--- config.mk ---
export PLATFORM = sky130hd
export DESIGN_NAME = safety_state_ctrl
export DESIGN_NICKNAME = d
export VERILOG_FILES = /design/src/verilog/safety_pkg.sv /design/src/verilog/pin_sync.sv /design/src/verilog/window_timer.sv /design/src/verilog/safety_state_ctrl.sv
export SDC_FILE = /design/constraint.sdc
export NUM_CORES = 1
export LEC_CHECK = 0
export BUFFER_PORTS_ARGS = -buffer_cell sky130_fd_sc_hd__buf_2
export CAP_MARGIN = 20
export CORE_MARGIN = 2
export CORE_UTILIZATION = 45
export CTS_BUF_LIST = sky130_fd_sc_hd__clkbuf_2
export CTS_CLUSTER_DIAMETER = 120
export CTS_CLUSTER_SIZE = 14
export DETAILED_ROUTE_END_ITERATION = 12
export GPL_TIMING_DRIVEN = 0
export PLACE_DENSITY = 0.66
export SLEW_MARGIN = 10
export SYNTH_ARGS = -nofsm -noshare
export SYNTH_HDL_FRONTEND = slang
export SYNTH_SLANG_ARGS = --single-unit
--- constraint.sdc ---
create_clock -name ref_clk -period 3 [get_ports ref_clk]
set_input_delay 0.3 -clock ref_clk [delete_from_list [all_inputs] [get_ports ref_clk]]
set_output_delay 0.3 -clock ref_clk [all_outputs]
set_load 0.1 [all_outputs]
--- src/verilog/safety_pkg.sv ---
// constants, addresses and state codes of the safety state controller
package safety_pkg;

  // clock and timing figures
  localparam int CLK_HZ = 100_000_000;
  localparam int CYC_PER_MS = CLK_HZ / 1000;
  localparam int INTERLOCK_MS = 200;
  localparam int ENERGIZE_LIMIT_MS = 100;
  localparam int SWITCH_ON_MS = 500;
  localparam int SYNC_MS = 50;
  localparam int INTERLOCK_CYC = INTERLOCK_MS * CYC_PER_MS;
  localparam int ENERGIZE_LIMIT_CYC = ENERGIZE_LIMIT_MS * CYC_PER_MS;
  localparam int SWITCH_ON_CYC = SWITCH_ON_MS * CYC_PER_MS;
  localparam int SYNC_CYC = SYNC_MS * CYC_PER_MS;

  // register map, byte addresses
  localparam int ADDR_W = 8;
  localparam logic [7:0] ADDR_CONFIG = 8'h00;
  localparam logic [7:0] ADDR_STATUS = 8'h04;
  localparam logic [7:0] ADDR_IRQ_STAT = 8'h08;
  localparam logic [7:0] ADDR_IRQ_MASK = 8'h0c;

  // configuration fields
  localparam int CFG_W = 3;
  localparam int CFG_AUTO = 0;
  localparam int CFG_INTERLOCK = 1;
  localparam int CFG_SYNC = 2;
  localparam logic [2:0] CFG_RESET = 3'h0;

  // interrupt events
  localparam int NUM_EV = 5;
  localparam int EV_TRIP = 0;
  localparam int EV_ERROR = 1;
  localparam int EV_REJECT = 2;
  localparam int EV_ENERGIZE = 3;
  localparam int EV_INTERLOCK = 4;
  localparam logic [4:0] MASK_RESET = 5'h00;

  // bus responses
  localparam logic [1:0] RESP_OKAY = 2'h0;
  localparam logic [1:0] RESP_SLVERR = 2'h2;

  // input synchroniser reset level
  localparam logic [6:0] PINS_RESET = 7'h00;

  typedef enum logic [4:0] {
    ST_OFF = 5'h01,
    ST_INIT = 5'h02,
    ST_RUN_OFF = 5'h04,
    ST_RUN_ON = 5'h08,
    ST_ERROR = 5'h10
  } op_state_t;

endpackage

--- src/verilog/pin_sync.sv ---
// two flip-flop synchroniser for a group of pin inputs
`timescale 1ns/1ps
`default_nettype none
module pin_sync #(
  parameter int W = 7,
  parameter logic [W-1:0] RST_VAL = '0
)(
  input wire logic ref_clk, // system clock
  input wire logic rst_n, // synchronous reset, active low
  input wire logic [W-1:0] d, // asynchronous pin levels
  output logic [W-1:0] q // synchronised levels
);

  typedef struct packed {
    logic [W-1:0] s1;
    logic [W-1:0] s2;
  } sync_state_t;

  sync_state_t cur, next_sync;

  // first stage feeds only the second stage
  always_comb begin
    next_sync.s1 = d;
    next_sync.s2 = cur.s1;
  end

  always_ff @(posedge ref_clk) begin
    if (!rst_n) begin
      cur <= '{s1: RST_VAL, s2: RST_VAL};
    end else begin
      cur <= next_sync;
    end
  end

  assign q = cur.s2;

endmodule
`default_nettype wire

--- src/verilog/window_timer.sv ---
// run-time window timer: flags once run has held for CYC cycles
`timescale 1ns/1ps
`default_nettype none
module window_timer #(
  parameter int CYC = 16
)(
  input wire logic ref_clk, // system clock
  input wire logic rst_n, // synchronous reset, active low
  input wire logic run, // count while high, clear while low
  output logic expired // high once run held CYC cycles
);

  localparam int W = $clog2(CYC + 1);

  typedef struct packed {
    logic [W-1:0] cnt;
    logic done;
  } timer_state_t;

  timer_state_t cur, next_tmr;

  // restart on every drop of run so windows never accumulate
  always_comb begin
    next_tmr = cur;
    if (!run) begin
      next_tmr = '0;
    end else if (cur.cnt == W'(CYC - 1)) begin
      next_tmr.done = 1'b1;
    end else begin
      next_tmr.cnt = cur.cnt + 1'b1;
    end
  end

  always_ff @(posedge ref_clk) begin
    if (!rst_n) begin
      cur <= '0;
    end else begin
      cur <= next_tmr;
    end
  end

  assign expired = cur.done;

endmodule
`default_nettype wire

--- src/verilog/safety_state_ctrl.sv ---
// operating-state controller of a safety relay with AXI4-Lite registers
//
// Function
// configuration writes accepted only in off state, rejected elsewhere
// safety output energized only in run-energized state
// on power up enter initialization and run self-tests
// leave initialization when self-tests pass and switch-on delay expired
// energize only with start condition met and safety inputs activated
// with interlock monitoring, interlock condition blocks energizing
// with synchronization, channels must activate within synchronization time
// deactivated inputs in run-energized de-energize and return to run-off
// detected error enters error state with outputs safe
// on entering run-off, sample inputs before any decision
// start input deactivated keeps device in run-off
// start pressed with inputs deactivated keeps outputs off
// after trip, fresh start and input reactivation both needed
// power loss from any state returns to off, outputs off
// error state left only through a power cycle
// input activated when open channel reads 0, closed reads 1
// output energized within 100 ms of valid conditions
// channels deactivating further apart than 200 ms flag interlock
`timescale 1ns/1ps
`default_nettype none
module safety_state_ctrl #(
  parameter int SWITCH_ON_CYC = safety_pkg::SWITCH_ON_CYC,
  parameter int SYNC_CYC = safety_pkg::SYNC_CYC,
  parameter int INTERLOCK_CYC = safety_pkg::INTERLOCK_CYC
)(
  input wire logic ref_clk, // 100 MHz system clock
  input wire logic rst_n, // synchronous reset, active low
  input wire logic [safety_pkg::ADDR_W-1:0] awaddr, // write address
  input wire logic awvalid, // write address valid
  output logic awready, // write address ready
  input wire logic [31:0] wdata, // write data
  input wire logic [3:0] wstrb, // write byte strobes
  input wire logic wvalid, // write data valid
  output logic wready, // write data ready
  output logic [1:0] bresp, // write response
  output logic bvalid, // write response valid
  input wire logic bready, // write response ready
  input wire logic [safety_pkg::ADDR_W-1:0] araddr, // read address
  input wire logic arvalid, // read address valid
  output logic arready, // read address ready
  output logic [31:0] rdata, // read data
  output logic [1:0] rresp, // read response
  output logic rvalid, // read data valid
  input wire logic rready, // read data ready
  input wire logic power_good, // supply present pin
  input wire logic selftest_done, // self-test finished pin
  input wire logic selftest_pass, // self-test result pin
  input wire logic error_detect, // internal fault pin
  input wire logic normally_open_channel, // contact channel, 0 = active
  input wire logic normally_closed_channel, // contact channel, 1 = active
  input wire logic start_in, // start pushbutton pin
  output logic safety_out, // safety output, high = energized
  output logic irq // level interrupt
);
  import safety_pkg::*;

  typedef struct packed {
    op_state_t st;
    logic out_on;
    logic [CFG_W-1:0] cfg;
    logic [NUM_EV-1:0] ev;
    logic [NUM_EV-1:0] mask;
    logic entry;
    logic start_prev;
    logic start_armed;
    logic pair;
    logic ilock;
    logic sync_fail;
    logic aw_got;
    logic w_got;
    logic [ADDR_W-1:0] aw;
    logic [31:0] wd;
    logic [3:0] ws;
    logic bvalid;
    logic [1:0] bresp;
    logic rvalid;
    logic [31:0] rdata;
    logic [1:0] rresp;
  } ctl_t;

  ctl_t cur, next_ctl;
  logic [6:0] pins_s;
  logic pg, st_done, st_pass, err, no_s, nc_s, start_s;
  logic ch_a, ch_b, act, start_ok, go, wr_fire;
  logic sw_exp, sync_exp, ilock_exp;
  logic [NUM_EV-1:0] ev_set, ev_clr;

  ////////////////////////////////////////////////////////////////////////
  // pin synchronisation and channel decode

  pin_sync #(.W(7), .RST_VAL(PINS_RESET)) u_pins (
    .ref_clk(ref_clk),
    .rst_n(rst_n),
    .d({power_good, selftest_done, selftest_pass, error_detect,
        normally_open_channel, normally_closed_channel, start_in}),
    .q(pins_s)
  );

  // unpack synchronised pins
  assign {pg, st_done, st_pass, err, no_s, nc_s, start_s} = pins_s;
  assign ch_a = !no_s;
  assign ch_b = nc_s;
  assign act = ch_a && ch_b;

  ////////////////////////////////////////////////////////////////////////
  // timers: switch-on delay, activation sync window, interlock window

  window_timer #(.CYC(SWITCH_ON_CYC)) u_switch_on (
    .ref_clk(ref_clk),
    .rst_n(rst_n),
    .run(cur.st == ST_INIT),
    .expired(sw_exp)
  );

  // a lone active channel before the pair completes is an activation skew
  window_timer #(.CYC(SYNC_CYC)) u_sync_win (
    .ref_clk(ref_clk),
    .rst_n(rst_n),
    .run(!cur.pair && (ch_a ^ ch_b)),
    .expired(sync_exp)
  );

  // a lone active channel after the pair was up is a deactivation skew
  window_timer #(.CYC(INTERLOCK_CYC)) u_ilock_win (
    .ref_clk(ref_clk),
    .rst_n(rst_n),
    .run(cur.pair && (ch_a ^ ch_b)),
    .expired(ilock_exp)
  );

  ////////////////////////////////////////////////////////////////////////
  // energize decision

  assign start_ok = cur.cfg[CFG_AUTO] || cur.start_armed;
  assign go = start_ok && act
    && !(cur.cfg[CFG_INTERLOCK] && cur.ilock)
    && !(cur.cfg[CFG_SYNC] && cur.sync_fail);
  assign wr_fire = cur.aw_got && cur.w_got;

  ////////////////////////////////////////////////////////////////////////
  // next-state logic

  always_comb begin
    next_ctl = cur;
    ev_set = '0;
    ev_clr = '0;
    // channel pair history; flags clear only once both channels drop
    if (act) begin
      next_ctl.pair = 1'b1;
    end else if (!ch_a && !ch_b) begin
      next_ctl.pair = 1'b0;
    end
    if (ilock_exp) begin
      next_ctl.ilock = 1'b1;
    end else if (!ch_a && !ch_b) begin
      next_ctl.ilock = 1'b0;
    end
    if (sync_exp) begin
      next_ctl.sync_fail = 1'b1;
    end else if (!ch_a && !ch_b) begin
      next_ctl.sync_fail = 1'b0;
    end
    // manual start arms only on a fresh press seen in run-off
    next_ctl.start_prev = start_s;
    if (cur.st != ST_RUN_OFF || cur.entry || !act) begin
      next_ctl.start_armed = 1'b0;
    end else if (start_s && !cur.start_prev) begin
      next_ctl.start_armed = 1'b1;
    end
    // operating states; power loss overrides everything
    if (!pg) begin
      next_ctl.st = ST_OFF;
      next_ctl.entry = 1'b0;
    end else begin
      case (cur.st)
        ST_OFF: begin
          next_ctl.st = ST_INIT;
        end
        ST_INIT: begin
          if (err || (st_done && !st_pass)) begin
            next_ctl.st = ST_ERROR;
          end else if (st_done && st_pass && sw_exp) begin
            next_ctl.st = ST_RUN_OFF;
            next_ctl.entry = 1'b1;
          end
        end
        ST_RUN_OFF: begin
          if (err) begin
            next_ctl.st = ST_ERROR;
          end else if (cur.entry) begin
            next_ctl.entry = 1'b0;
          end else if (go) begin
            next_ctl.st = ST_RUN_ON;
          end
        end
        ST_RUN_ON: begin
          if (err) begin
            next_ctl.st = ST_ERROR;
          end else if (!act) begin
            next_ctl.st = ST_RUN_OFF;
            next_ctl.entry = 1'b1;
            ev_set[EV_TRIP] = 1'b1;
          end
        end
        ST_ERROR: begin
          next_ctl.st = ST_ERROR;
        end
        default: begin
          next_ctl.st = ST_ERROR;
        end
      endcase
    end
    // event detection from state changes and a rising interlock flag
    if (next_ctl.st == ST_ERROR && cur.st != ST_ERROR) begin
      ev_set[EV_ERROR] = 1'b1;
    end
    if (next_ctl.st == ST_RUN_ON && cur.st != ST_RUN_ON) begin
      ev_set[EV_ENERGIZE] = 1'b1;
    end
    if (next_ctl.ilock && !cur.ilock) begin
      ev_set[EV_INTERLOCK] = 1'b1;
    end
    // write channels, taken in either order, one write in flight
    if (awvalid && awready) begin
      next_ctl.aw_got = 1'b1;
      next_ctl.aw = awaddr;
    end
    if (wvalid && wready) begin
      next_ctl.w_got = 1'b1;
      next_ctl.wd = wdata;
      next_ctl.ws = wstrb;
    end
    if (cur.bvalid && bready) begin
      next_ctl.bvalid = 1'b0;
    end
    if (wr_fire) begin
      next_ctl.aw_got = 1'b0;
      next_ctl.w_got = 1'b0;
      next_ctl.bvalid = 1'b1;
      next_ctl.bresp = RESP_OKAY;
      case (cur.aw)
        ADDR_CONFIG: begin
          if (cur.st != ST_OFF) begin
            next_ctl.bresp = RESP_SLVERR;
            ev_set[EV_REJECT] = 1'b1;
          end else if (cur.ws[0]) begin
            next_ctl.cfg = cur.wd[CFG_W-1:0];
          end
        end
        ADDR_STATUS: begin
          next_ctl.bresp = RESP_OKAY;
        end
        ADDR_IRQ_STAT: begin
          if (cur.ws[0]) begin
            ev_clr = cur.wd[NUM_EV-1:0];
          end
        end
        ADDR_IRQ_MASK: begin
          if (cur.ws[0]) begin
            next_ctl.mask = cur.wd[NUM_EV-1:0];
          end
        end
        default: begin
          next_ctl.bresp = RESP_SLVERR;
        end
      endcase
    end
    // a new event wins over a clear landing in the same cycle
    next_ctl.ev = (cur.ev & ~ev_clr) | ev_set;
    // read channel, answered one cycle after the address
    if (cur.rvalid && rready) begin
      next_ctl.rvalid = 1'b0;
    end
    if (arvalid && arready) begin
      next_ctl.rvalid = 1'b1;
      next_ctl.rresp = RESP_OKAY;
      case (araddr)
        ADDR_CONFIG: next_ctl.rdata = 32'(cur.cfg);
        ADDR_STATUS: next_ctl.rdata = 32'({cur.sync_fail, cur.ilock, act,
                                           cur.out_on, cur.st});
        ADDR_IRQ_STAT: next_ctl.rdata = 32'(cur.ev);
        ADDR_IRQ_MASK: next_ctl.rdata = 32'(cur.mask);
        default: begin
          next_ctl.rdata = 32'h0000_0000;
          next_ctl.rresp = RESP_SLVERR;
        end
      endcase
    end
    // output follows the registered state, so it never glitches
    next_ctl.out_on = (next_ctl.st == ST_RUN_ON);
  end

  always_ff @(posedge ref_clk) begin
    if (!rst_n) begin
      cur <= '0;
      cur.st <= ST_OFF;
      cur.cfg <= CFG_RESET;
      cur.mask <= MASK_RESET;
    end else begin
      cur <= next_ctl;
    end
  end

  ////////////////////////////////////////////////////////////////////////
  // outputs

  assign awready = !cur.aw_got && !cur.bvalid;
  assign wready = !cur.w_got && !cur.bvalid;
  assign bvalid = cur.bvalid;
  assign bresp = cur.bresp;
  assign arready = !cur.rvalid;
  assign rvalid = cur.rvalid;
  assign rdata = cur.rdata;
  assign rresp = cur.rresp;
  assign safety_out = cur.out_on;
  assign irq = |(cur.ev & cur.mask);

  ////////////////////////////////////////////////////////////////////////
  // checks

  // cycles spent ready to energize without being energized
  logic [31:0] wait_cnt;
  always_ff @(posedge ref_clk) begin
    if (!rst_n || cur.st != ST_RUN_OFF || !go) begin
      wait_cnt <= 32'h0000_0000;
    end else begin
      wait_cnt <= wait_cnt + 32'h0000_0001;
    end
  end
endmodule
`default_nettype wire

## After elaboration in Yosys (flattened, before gate mapping)

Cells that the tools add are included.

| word-level totals | value |
|---|---|
| register bits | 170 |
| word-level logic and storage cells | 164 |
| input bits | 66 |
| memory bits (writable) | 0 |
| bits in read-only memories | 0 |
| latch bits | 0 |
| memories | 0 |
| output and inout bits | 43 |

| operators by class | value |
|---|---|
| shift operators | 0 |
| reduce and logical (&&, ||, !) cells | 60 |
| add/sub/neg operators | 3 |
| muxes and demuxes | 41 |
| bitwise operators | 7 |
| multiply operators | 0 |
| eq/ne operators | 24 |
| divide/modulo/power cells | 0 |
| $lt $le $gt $ge | 0 |

Operators with widths:

| operator | count |
|---|---|
| 2-to-1 mux 5 bit | 11 |
| one-hot mux 9 bit (4 select lines) | 1 |
| 2-to-1 mux 35 bit | 1 |
| == test 8 x 4 -> 1 bit (second input constant) | 4 |
| adder 26 x 1 -> 26 bit (second input constant) | 1 |
| == test 26 bit (second input constant) | 1 |
| adder 25 x 1 -> 25 bit (second input constant) | 1 |
| == test 25 bit (second input constant) | 1 |
| logical AND 1 bit | 24 |
| adder 23 x 1 -> 23 bit (second input constant) | 1 |
| == test 23 bit (second input constant) | 1 |
| 2-to-1 mux 1 bit | 22 |
| one-hot mux 5 bit (4 select lines) | 1 |
| == test 8 x 3 -> 1 bit (second input constant) | 2 |
| zero test 8 bit | 2 |
| zero test 1 bit | 13 |
| AND 5 bit | 2 |
| == test 5 x 4 -> 1 bit (second input constant) | 2 |
| inequality test 2 bit (second input constant) | 5 |
| AND reduction 2 bit | 4 |
| nonzero test 2 bit | 4 |
| AND reduction 6 bit | 1 |
| == test 5 x 1 -> 1 bit (second input constant) | 1 |
| == test 5 x 2 -> 1 bit (second input constant) | 1 |
| other kinds (22) | 28 |

## Depth between registers and ports, before layout

Gate-level depths: netlist of the first run.

| logic depth | value |
|---|---|
| word-level depth | 14 |
| gate-level depth with buffers | 7 |
| depth with buffers taken out | 7 |

## Modules after synthesis

Synthesis of the first run repeated with hierarchy kept, for this count alone.

| unflattened totals | value |
|---|---|
| cell total of the unflattened synthesis | 760 |
| area, all modules | 6894.1 um^2 |

By module, submodules not included:

| module | times used | cells an instance | area each (um^2) |
|---|---|---|---|
| safety_state_ctrl | 1 | 302 | 2733.9 |
| window_timer (u_switch_on) | 1 | 139 | 1287.5 |
| window_timer (u_ilock_win) | 1 | 138 | 1216.2 |
| window_timer (u_sync_win) | 1 | 145 | 1212.4 |
| pin_sync | 1 | 36 | 444.2 |

## Worst setup path after synthesis of the first run

No wires, ideal clock.

| timing path | value |
|---|---|
| path kind | register -> register |
| from | register cur, in the netlist bvalid |
| to | register cur[38] in the netlist's numbering |
| stages on the path, launching flop included | 6 |
| data required time | 2872 ps |
| slack | -49 ps |
| setup time | 128 ps |
| arrival time | 2922 ps |
| cells stage by stage | dfxtp_1 > nor2_1 > and2_1 > clkbuf_1 > mux2i_1 > nor2_1 |

| on the way | value |
|---|---|
| cells in the longest elaborated chain, start to end | 3 |

Ends and longest elaborated chain:

| item | RTL line | text |
|---|---|---|
| start, declared | safety_state_ctrl.sv:84 | `ctl_t cur, next_ctl;` |
| start signal, assigned | safety_state_ctrl.sv:303 | `cur <= next_ctl;` |
| zero test 1 bit | safety_state_ctrl.sv:311 | `assign wready = !cur.w_got && !cur.bvalid;` |
| logical AND 1 bit | safety_state_ctrl.sv:311 |  |
| net wready | safety_state_ctrl.sv:37 | `output logic wready,` |
| logical AND 1 bit | safety_state_ctrl.sv:231 | `if (wvalid && wready) begin` |

The timed path passes the listed nets, and every way through them passes these cells.
A chain may end at the register's enable or synchronous reset.

## Worst setup path in the final report of the first run

| timing path | value |
|---|---|
| from | register u_switch_on.cur[1] in the netlist's numbering |
| to | register u_switch_on.cur[2] in the netlist's numbering |

| on the way | value |
|---|---|
| cells in the longest elaborated chain, start to end | 1 |
| elaborated cells between the ends (all ways) | 2 |
| those cells by class | add/sub: 1; eq/ne: 1 |

Ends and longest elaborated chain:

| item | RTL line | text |
|---|---|---|
| start, declared | window_timer.sv:20 | `timer_state_t cur, next_tmr;` |
| start signal, assigned | window_timer.sv:38 | `cur <= next_tmr;` |
| adder 26 x 1 -> 26 bit / == test 26 bit (equally long branches) | window_timer.sv:30, window_timer.sv:27 |  |

Parallel ways exist; a longest one is shown, timed or not.

==> summary.txt, run 1 <==
Timing
  – Final worst path period share: 0.7661
  – Final setup viols: 0
  – Slew @ Worst Pin: 1.088 ns
  – Final max-slew violation count: 0
  – Final worst path period need: 2.298 ns
  – Slew headroom: 0.2690
  – Final Hold Viols: 0
  – Final TNS setup: 0 ns
  – Clock Skews: 0.03240 ns
  – RSZ-0062 raised after global routing: no
  – Max Clk Rate: 0.4351 GHz

Clock network
  – H-tree depth: 4
  – Clock-pin slew on the worst setup and hold paths: 0.22 ns
  – CTS Buffer Depth: 2
  – Num CTS Buffers: 17
  – CTS tree: done
  – # clock sinks: 145
  – Cts repair resizes: 0
  – Clock root cell: clkbuf_2
  – Clk_lat worst skew: 0.72 ns

Power
  – Int Pwr: 2.721 mW
  – Worst VDD drop: 0.0002336 V
  – Combinational group share of total power: 0.113
  – Overall power: 3.759 mW
  – Sw Share: 0.2763
  – Cell leakage power: 3.080 nW
  – Part of the power in the clock network: 0.358
  – Power density cells: 487.1 nW/um^2
  – Part of the power in registers: 0.529
  – Sw Pwr: 1.039 mW

Detailed routing
  – TritonRoute pass-1 iters: 5
  – Routed WL per cell: 13.43 um
  – Via count of the routed design: 5,557
  – Post-route ant nets: 0
  – Vias/cell: 5.228
  – DRC Markers: 0
  – Drt total wl: 14,280 um
  – DR iter-0 viols: 326

Critical path
  – Critical path class: reg2reg
  – Startpoint types: flop
  – Slowest cell on the critical path: or4_1
  – Critical Path End Type: flop
  – CP arrival: 2.91 ns
  – WP depth: 7
  – Crit path max-delay family: simple AND/OR/NAND/NOR gates
  – Worst reg2reg path depth: 7
  – Crit Path Max Fanout: 10
  – Critical path, cell by cell: ha_1 -> nand3_1 -> or4_1 -> nor2_8 -> buf_8 -> mux2i_1 -> nor2_2
  – Bufs and invs on worst path: 1
  – FF-to-FF setup slack: 0.70 ns
  – Worst path required time: 3.62 ns
  – Largest stage delay on the critical path: 0.71 ns

Finish
  – Fraction of layout cells with a size suffix above 1: 0.1552
  – # diodes: 0
  – Nets: 941
  – Layout area overhead: 18.87%
  – Final Util: 0.5517

Place
  – Gpl congestion: 0.8622
  – Dpl hpwl: 10,100 um
  – # port buffers: 53

Min path
  – Hold Path Class: in2reg
  – Hold depth: 6

Global route
  – Vias in the first global route: 5,243
  – Total global-route track usage: 0.1909
  – Initial antenna violation count: 0
  – First-pass GRT wire length: 23,380 um
  – Total gr overflow: 0
  – Largest net degree at the start of global routing: 17

Synthesis
  – Sequential share of the synthesized area: 0.4471
  – Cell taking the most area after synthesis: dfxtp_1
  – Register bit count reported by yosys: 145
  – Post-synth cell types: 57
  – Mapped Area: 6492 um^2
  – Synth top cells by count: dfxtp_1 (145), nor2_1 (117), nand2_1 (61)
  – Ys async rst share: 0
  – Ys flop type: dfxtp_1
  – Synth top area share: 0.4471
  – Count leader, synth: dfxtp_1
  – Cells after Synth: 740
  – EDFF count, synth: 0
  – Post-Syn Area per Cell: 8.774 um^2
  – Top cells by area, synth: dfxtp_1 (45%), nor2_1 (6.8%), xor2_1 (5.5%)
  – Yosys warnings: 0

Floorplan
  – Die Height: 124.1 um
  – Initial core utilization: 0.4641
  – Die area: 15,400 um^2
  – FP Rows: 43
  – IO Count: 109
  – Core ar.: 13,990 um^2
  – Die width: 124.1 um

Run status
  – Status: complete, no violations

Job
  – Maxcap violations: 0
## final timing paths
path                                   start                         endpoint
max          u_switch_on.cur[1]$_SDFFE_PN0P_  u_switch_on.cur[2]$_SDFFE_PN0P_
min                                araddr[0]            rdata[5]$_SDFFE_PN0P_
max reg2reg  u_switch_on.cur[1]$_SDFFE_PN0P_  u_switch_on.cur[2]$_SDFFE_PN0P_
min reg2reg         u_pins.cur[9]$_SDFF_PN0_           u_pins.q[2]$_SDFF_PN0_
## state kept, by name, indices dropped and copies added, names as in the netlist, 7 cells and up
signal           count
cur                 40
u_switch_on.cur     26
u_ilock_win.cur     25
u_sync_win.cur      23
rdata                9
u_pins.cur           7
u_pins.q             7
## tightest hold or removal path, stage by stage
cell and delay, ns:
buf_2 0.08, nor2_1 0.03, nand2_1 0.06, nor3b_1 0.09
a22oi_1 0.14, nor2_1 0.05
## cells by family (layout without fill, tap and decap cells)
family	count (synthesis)	count (layout)	share of synthesized area
AND/OR/NAND/NOR	355	355	0.2798
flip-flops	145	145	0.4471
AO/OA/AOI/OAI	84	84	0.08267
buffers and inverters	71	190	0.06360
XOR/XNOR	59	59	0.07959
multiplexers	20	20	0.03700
adder cells (fa/ha/maj)	5	5	0.009636
other	1	25	0.0005776
## stage by stage
step,worst slack (ns),hold slack [ns],area [um^2],instances
floorplan,0.1193,0.3990,6585,764
global placement,0.8037,0.4255,7076,997
detailed placement,0.7566,0.4236,7076,997
CTS,0.6895,0.0007611,7717,1063
global route,0.5100,0.02954,7717,1063
finish,0.7017,0.03794,7717,1063
## final cells by class
type	count	area, um^2
plain buffers	57	360.3
clock buffers	18	90.09
clock inverters	14	211.5
fillers	1279	6271
inverters	14	52.55
multi-input cells	548	3269
flip-flops and latches	145	2903
well taps	180	225.2
repair buffers	87	605.6
## placed cells by master, fill, tap and decap left out, drive strengths merged, types with 5 or more instances in the layout
cell type	netlist	routed
o211ai	6	6
a21oi	27	27
conb	1	25
bufinv	0	5
and4	8	8
xor2	41	41
o21ai	18	18
nor2	119	119
nor4	14	14
clkbuf	19	37
ha	5	5
and2	21	21
inv	14	15
nand2	61	61
or3	9	9
mux2i	15	15
a22oi	11	11
clkinv	0	7
nand3	33	33
nand4	25	25
or4	7	7
nor2b	8	8
and3	12	12
xnor2	18	18
dlygate4sd3	0	34
buf	38	91
dfxtp	145	145
nor3	18	18
## routing by layer
metal / wire (um) / up-vias / GRT usage
li1: - / 2778 / -
met1: 6473 / 2618 / 0.2350
met2: 6901 / 137 / 0.3275
met3: 646 / 24 / 0.03846
met4: 252 / 0 / 0.07374
met5: 0 / - / 0
## power by group through the flow
stage | logic [mW] | registers, mW | clock network (mW)
finish | 0.423 | 1.99 | 1.35
global route | 0.454 | 2.00 | 1.45
CTS | 0.420 | 1.99 | 1.38
detailed placement | 0.382 | 2.03 | 0
global placement | 0.379 | 2.03 | 0
floorplan | 0.311 | 2.03 | 0
## timing repair
action,CTS,global route
endpoints found under the hold margin,27,0
hold buffers,34,0
setup buffers,0,0
Note: power is estimated with default switching activity, not from simulation.
==> run 2: changes to the inputs <==
==> constraint.sdc (replaced) <==
create_clock -name ref_clk -period 2.4 [get_ports ref_clk]
set_input_delay 0.24 -clock ref_clk [delete_from_list [all_inputs] [get_ports ref_clk]]
set_output_delay 0.24 -clock ref_clk [all_outputs]
set_load 0.1 [all_outputs]
==> summary.txt, run 2 (synthesis results as in run 1) <==
Floorplan
  – Core ar.: 13,990 um^2 (unchanged)
  – Die width: 124.1 um (unchanged)
  – IO Count: 109 (unchanged)
  – FP Rows: 43 (unchanged)
  – Initial core utilization: 0.4641 (unchanged)
  – Die area: 15,400 um^2 (unchanged)
  – Die Height: 124.1 um (unchanged)

Place
  – Worst slack at placement: 0.1338 ns (-0.6228 ns)
  – # port buffers: 53 (unchanged)
  – Gpl congestion: 0.8540 (-0.95%)
  – Dpl hpwl: 10,090 um (about the same)

Clock network
  – CTS Buffer Depth: 2 (unchanged)
  – Clock-pin slew on the worst setup and hold paths: 0.20 ns (-0.02 ns)
  – Clk_lat worst skew: 0.70 ns (-0.02 ns)
  – Num CTS Buffers: 17 (unchanged)
  – # clock sinks: 145 (unchanged)
  – Clock root cell: clkbuf_2
  – CTS tree: done
  – H-tree depth: 4 (unchanged)

Timing
  – RSZ-0062 raised after global routing: no
  – Final max-slew violation count: 0 (unchanged)
  – Final worst path period need: 2.305 ns (+0.007056 ns)
  – Slew @ Worst Pin: 0.8407 ns (-0.2475 ns)
  – Slew headroom: 0.4352 (+0.1663)
  – Final setup viols: 0 (unchanged)
  – Clock Skews: 0.02005 ns (-0.01235 ns)
  – Final Hold Viols: 0 (unchanged)
  – Worst setup margin: 0.09464 ns (-0.6071 ns)
  – Max Clk Rate: 0.4338 GHz (-0.31%)
  – Final TNS setup: 0 ns (unchanged)
  – Final worst path period share: 0.9606 (+0.1945)

Detailed routing
  – Post-route ant nets: 0 (unchanged)
  – DRC Markers: 0 (unchanged)
  – Met2 WL: 6986 um (+1.2%)
  – TritonRoute pass-1 iters: 5 (unchanged)
  – Via count of the routed design: 5,532 (-0.45%)
  – Routed WL per cell: 13.32 um (-0.80%)
  – Drt total wl: 14,310 um (+0.22%)
  – Max layer used: met4
  – Vias/cell: 5.151 (-1.5%)
  – WL met3: 600 um (-7.1%)
  – Metal-1 WL: 6530 um (+0.88%)
  – DR iter-0 viols: 367 (+13%)

Finish
  – Layout area overhead: 20.10%
  – Max reg flops: 40 (unchanged)
  – Commonest non-fill, non-tap cell in the layout: dfxtp_1
  – Most frequent cells in the layout: dfxtp_1 (144), nor2_1 (115), nand2_1 (61)
  – Fraction of layout cells with a size suffix above 1: 0.1557 (+0.0005022)
  – Largest register by flop count: cur
  – Largest registers: cur x40, u_switch_on.cur x26, u_ilock_win.cur x25
  – Nets: 952 (+1.2%)

Critical path
  – Crit path to: u_switch_on.cur[2]$_SDFFE_PN0P_
  – Critical Path End Type: flop
  – Critical path class: reg2reg
  – Worst reg2reg path depth: 6 (-1)
  – Worst path required time: 2.99 ns (-0.63 ns)
  – Startpoint types: flop
  – CP arrival: 2.89 ns (-0.02 ns)
  – Worst flop-to-flop path endpoint: u_switch_on.cur[2]$_SDFFE_PN0P_
  – Worst R2R Start: u_switch_on.cur[8]$_SDFFE_PN0P_
  – FF-to-FF setup slack: 0.09 ns (-0.61 ns)
  – Crit Path Max Fanout: 10 (unchanged)
  – Setup crit start: u_switch_on.cur[8]$_SDFFE_PN0P_

Global route
  – Initial antenna violation count: 1 (+1)
  – Largest net degree at the start of global routing: 17 (unchanged)
  – Vias in the first global route: 5,158 (-1.6%)
  – Total gr overflow: 0 (unchanged)
  – Total global-route track usage: 0.1892 (-0.001758)
  – First-pass GRT wire length: 23,200 um (-0.77%)

Min path
  – Hold Path Class: in2reg

Job
  – Maxcap violations: 0 (unchanged)

Power
  – Worst VDD drop: 0.0002299 V (-1.6%)
  – Cell leakage power: 3.108 nW (+0.92%)
  – Power density cells: 582.7 nW/um^2 (+20%)

Run status
  – Status: complete, no violations
run 2: cell count changes in the layout (fill, tap and decap cells not counted), sizes merged:
cell         before  now
bufinv            5    4
clkinvlp          1    2
dlygate4sd3      34   44
clkbuf           37   38
diode             0    1
inv              15   14
run 2: per-layer routing:
layer  global-route usage  up-vias
li1                     -     2806
met1               0.2366     2585
met2               0.3204      122
met3              0.03846       19
met4              0.07233        0
met5                    0        -
run 2: worst min-delay path by stage:
stage / startpoint / end / slack [ns] / cells past startpoint
6_report: araddr[2] / rdata[1]$_SDFFE_PN0P_ / 0.07 / 4
5_1_grt: araddr[2] / rdata[1]$_SDFFE_PN0P_ / 0.08 / 4
4_1_cts: araddr[2] / rdata[1]$_SDFFE_PN0P_ / 0.009 / 4
3_5_place_dp: u_pins.cur[10]$_SDFF_PN0_ / u_pins.q[3]$_SDFF_PN0_ / 0.42 / 1
3_3_place_gp: u_pins.cur[10]$_SDFF_PN0_ / u_pins.q[3]$_SDFF_PN0_ / 0.42 / 1
2_1_floorplan: rready / rvalid$_SDFFE_PN0P_ / 0.33 / 1
run 2: what timing repair did:
| action | CTS | global route |
|---|---|---|
| endpoints found under the setup margin | 0 | 1 |
| setup buffers | 0 | 0 |
| gates resized for setup | 0 | 1 |
| hold buffers | 44 | 0 |
| hold endpoints to repair | 35 | 0 |
run 2: area by class of cell:
type / count / area [um^2]
clock buffers: 18 / 90.09
fillers: 1300 / 6191
well taps: 180 / 225.2
multi-input cells: 548 / 3281
flip-flops and latches: 145 / 2904
repair buffers: 98 / 710.7
diodes: 1 / 2.502
clock inverters: 13 / 167.7
plain buffers: 57 / 360.3
inverters: 14 / 56.30
run 2: critical path, cell delays in order, from the launching register on:
cell and delay (ns):
dfxtp_1 0.40, or4b_1 0.54, or4_4 0.60, nor2_8 0.20, buf_8 0.16, mux2i_1 0.25, nor2_2 0.04
run 2: power by group:
group	leakage (nW)	switching (mW)	internal (mW)
registers	1.18	0.0343	2.45
clock network	0.156	0.847	0.669
logic	1.78	0.377	0.162
run 2: metrics by stage:
| step | area, um^2 | hold WS, ns | power, mW | utilization | std cells |
|---|---|---|---|---|---|
| after global routing | 7797 | 0.07984 | 4.712 | 0.5574 | 1074 |
| after floorplan | 6598 | 0.3315 | 2.931 | - | 764 |
| after CTS | 7786 | 0.008597 | 4.572 | 0.5566 | 1072 |
| final | 7797 | 0.06823 | 4.543 | 0.5574 | 1074 |
| after detailed placement | 7088 | 0.4204 | 3.017 | 0.5067 | 997 |
| after global placement | 7088 | 0.4187 | 3.009 | 0.5067 | 997 |
==> run 3: changes to the inputs <==
--- a/config.mk
+++ b/config.mk
@@ -7,13 +7,14 @@
 export LEC_CHECK = 0
 export BUFFER_PORTS_ARGS = -buffer_cell sky130_fd_sc_hd__buf_2
 export CAP_MARGIN = 20
+export CORE_ASPECT_RATIO = 0.7
 export CORE_MARGIN = 2
 export CORE_UTILIZATION = 45
 export CTS_BUF_LIST = sky130_fd_sc_hd__clkbuf_2
 export CTS_CLUSTER_DIAMETER = 120
 export CTS_CLUSTER_SIZE = 14
 export DETAILED_ROUTE_END_ITERATION = 12
-export GPL_TIMING_DRIVEN = 0
+export GPL_TIMING_DRIVEN = 1
 export PLACE_DENSITY = 0.66
 export SLEW_MARGIN = 10
 export SYNTH_ARGS = -nofsm -noshare
==> summary.txt, run 3 (synthesis results as in run 1) <==
Clock network
  – Num CTS Buffers: 17 (unchanged)
  – H-tree depth: 4 (unchanged)
  – Clock root cell: clkbuf_2
  – Clock-pin slew on the worst setup and hold paths: 0.20 ns (about the same)
  – CTS Buffer Depth: 2 (unchanged)
  – Post-CTS setup buffer count: 0 (unchanged)
  – CTS tree: done
  – Clk_lat worst skew: 0.69 ns (about the same)
  – # clock sinks: 145 (unchanged)

Global route
  – Total global-route track usage: 0.1897 (+0.0005266)
  – Initial antenna violation count: 0 (-1)
  – Vias in the first global route: 5,110 (-0.93%)
  – Total gr overflow: 0 (unchanged)
  – Largest net degree at the start of global routing: 35 (+18)
  – First-pass GRT wire length: 23,950 um (+3.2%)

Timing
  – Final worst path period share: 0.9431 (-0.01748)
  – Slew headroom: 0.4927 (+0.05752)
  – Worst setup margin: 0.1366 ns (+0.04194 ns)
  – Max Clk Rate: 0.4418 GHz (+1.9%)
  – Final worst path period need: 2.263 ns (-0.04194 ns)
  – Final setup viols: 0 (unchanged)
  – Final max-slew violation count: 0 (unchanged)
  – Final TNS setup: 0 ns (unchanged)
  – Slew @ Worst Pin: 0.7546 ns (-0.08609 ns)
  – Final Hold Viols: 0 (unchanged)
  – Hold slack: 0.07092 ns (+0.002685 ns)
  – Clock Skews: 0.03261 ns (+0.01256 ns)
  – RSZ-0062 raised after global routing: no

Floorplan
  – Die Height: 104.5 um (-16%)
  – Core ar.: 14,010 um^2 (+0.14%)
  – FP Rows: 36 (-16%)
  – Initial core utilization: 0.4635 (-0.0006633)
  – IO Count: 109 (unchanged)
  – Die area: 15,420 um^2 (about the same)
  – Die width: 147.6 um (+19%)

Finish
  – Layout area overhead: 16.52%
  – Max reg flops: 40 (unchanged)
  – Fraction of layout cells with a size suffix above 1: 0.1370 (-0.01865)
  – Final std cells w/o fill: 1,044 (-2.8%)
  – Nets: 912 (-4.2%)
  – Fill cell count: 1,267 (-2.5%)
  – Largest register by flop count: cur
  – Commonest non-fill, non-tap cell in the layout: dfxtp_1
  – # diodes: 0 (-1)
  – Most frequent cells in the layout: dfxtp_1 (144), nor2_1 (115), nand2_1 (61)
  – Largest registers: cur x40, u_switch_on.cur x26, u_ilock_win.cur x25
  – Area taken by multi-input logic gates: 3278 um^2 (about the same)
  – Register area: 2904 um^2 (unchanged)

Detailed routing
  – Drt total wl: 14,270 um (-0.28%)
  – Vias/cell: 5.205 (+1.1%)
  – TritonRoute pass-1 iters: 5 (unchanged)
  – Post-route ant nets: 0 (unchanged)
  – Routed WL per cell: 13.67 um (+2.6%)
  – DR iter-0 viols: 413 (+13%)
  – Via count of the routed design: 5,434 (-1.8%)
  – DRC Markers: 0 (unchanged)

Critical path
  – Critical path class: reg2reg
  – Worst path required time: 3.05 ns (+0.06 ns)
  – CP arrival: 2.92 ns (+0.03 ns)
  – Crit Path Max Fanout: 9 (-1)
  – Critical Path End Type: flop
  – Setup crit start: bvalid$_SDFFE_PN0P_
  – Worst R2R Start: bvalid$_SDFFE_PN0P_
  – Startpoint types: flop

Power
  – Sw Share: 0.2930 (+0.01595)
  – Combinational group share of total power: 0.119 (about the same)
  – Worst VDD drop: 0.0002466 V (+7.3%)
  – Part of the power in registers: 0.570 (+0.022)
  – Sw Pwr: 1.278 mW (+1.5%)
  – Part of the power in the clock network: 0.311 (-0.023)
  – Power density cells: 576.4 nW/um^2 (-1.1%)
  – Int Pwr: 3.083 mW (-6.1%)
  – Cell leakage power: 2.939 nW (-5.4%)

Place
  – # port buffers: 53 (unchanged)
  – Placed Cells: 962 (-3.5%)
  – Worst slack at placement: 0.2314 ns (+0.09765 ns)
  – Gpl congestion: 0.8210 (-3.9%)
  – Dpl hpwl: 9929 um (-1.6%)

Min path
  – Hold path startpoint: araddr[2]
  – Hold Path Class: in2reg

Job
  – Maxcap violations: 0 (unchanged)

Run status
  – Status: complete, no violations
run 3: timing repair:
action	CTS	global route
resized for setup	0	1
endpoints found under the hold margin	42	0
hold buffers	50	0
endpoints found under the setup margin	0	5
run 3: per-layer routing:
metal	up-vias	wire, um	GRT usage
li1	2729	-	-
met1	2552	7120	0.2604
met2	144	6269	0.2960
met3	9	784	0.05351
met4	0	93	0.04533
met5	-	0	0
run 3: path summary, 6_finish.rpt:
kind,cells after the start,slack [ns],to
hold reg to reg,1,0.44,u_pins.q[0]$_SDFF_PN0_
hold / removal,4,0.07,rdata[0]$_SDFFE_PN0P_
setup / recovery,6,0.14,cur[77]$_SDFFE_PN0P_
setup reg to reg,6,0.14,cur[77]$_SDFFE_PN0P_
run 3: stage by stage:
stage               power (mW)  cell area [um^2]  utilization
finish                   4.360              7565       0.5400
global route             4.558              7565       0.5400
CTS                      4.404              7564       0.5399
detailed placement       2.976              6830       0.4876
global placement         2.967              6830       0.4876
floorplan                2.931              6598            -
run 3: layout make-up:
type / count / area share
clock buffer: 19 / 0.01257
clock inverter: 13 / 0.01819
inverter: 14 / 0.007443
multi-input combinational: 548 / 0.4333
sequential: 145 / 0.3839
tap: 190 / 0.03143
timing repair buffer: 115 / 0.1131
run 3: worst max-delay path, stage by stage, from the launching register on:
cell and delay, ns:
dfxtp_1 0.40, nor2_2 0.14, and2_2 0.27, nand2_1 0.09, dlygate4sd3_1 0.58, a21oi_1 0.16, dlygate4sd3_1 0.58
run 3: power by group through the flow:
| stage | sequential [mW] | combinational (mW) | clock [mW] |
|---|---|---|---|
| floorplan | 2.54 | 0.390 | 0 |
| global placement | 2.53 | 0.435 | 0 |
| detailed placement | 2.54 | 0.441 | 0 |
| CTS | 2.49 | 0.511 | 1.41 |
| global route | 2.50 | 0.546 | 1.52 |
| finish | 2.49 | 0.517 | 1.36 |
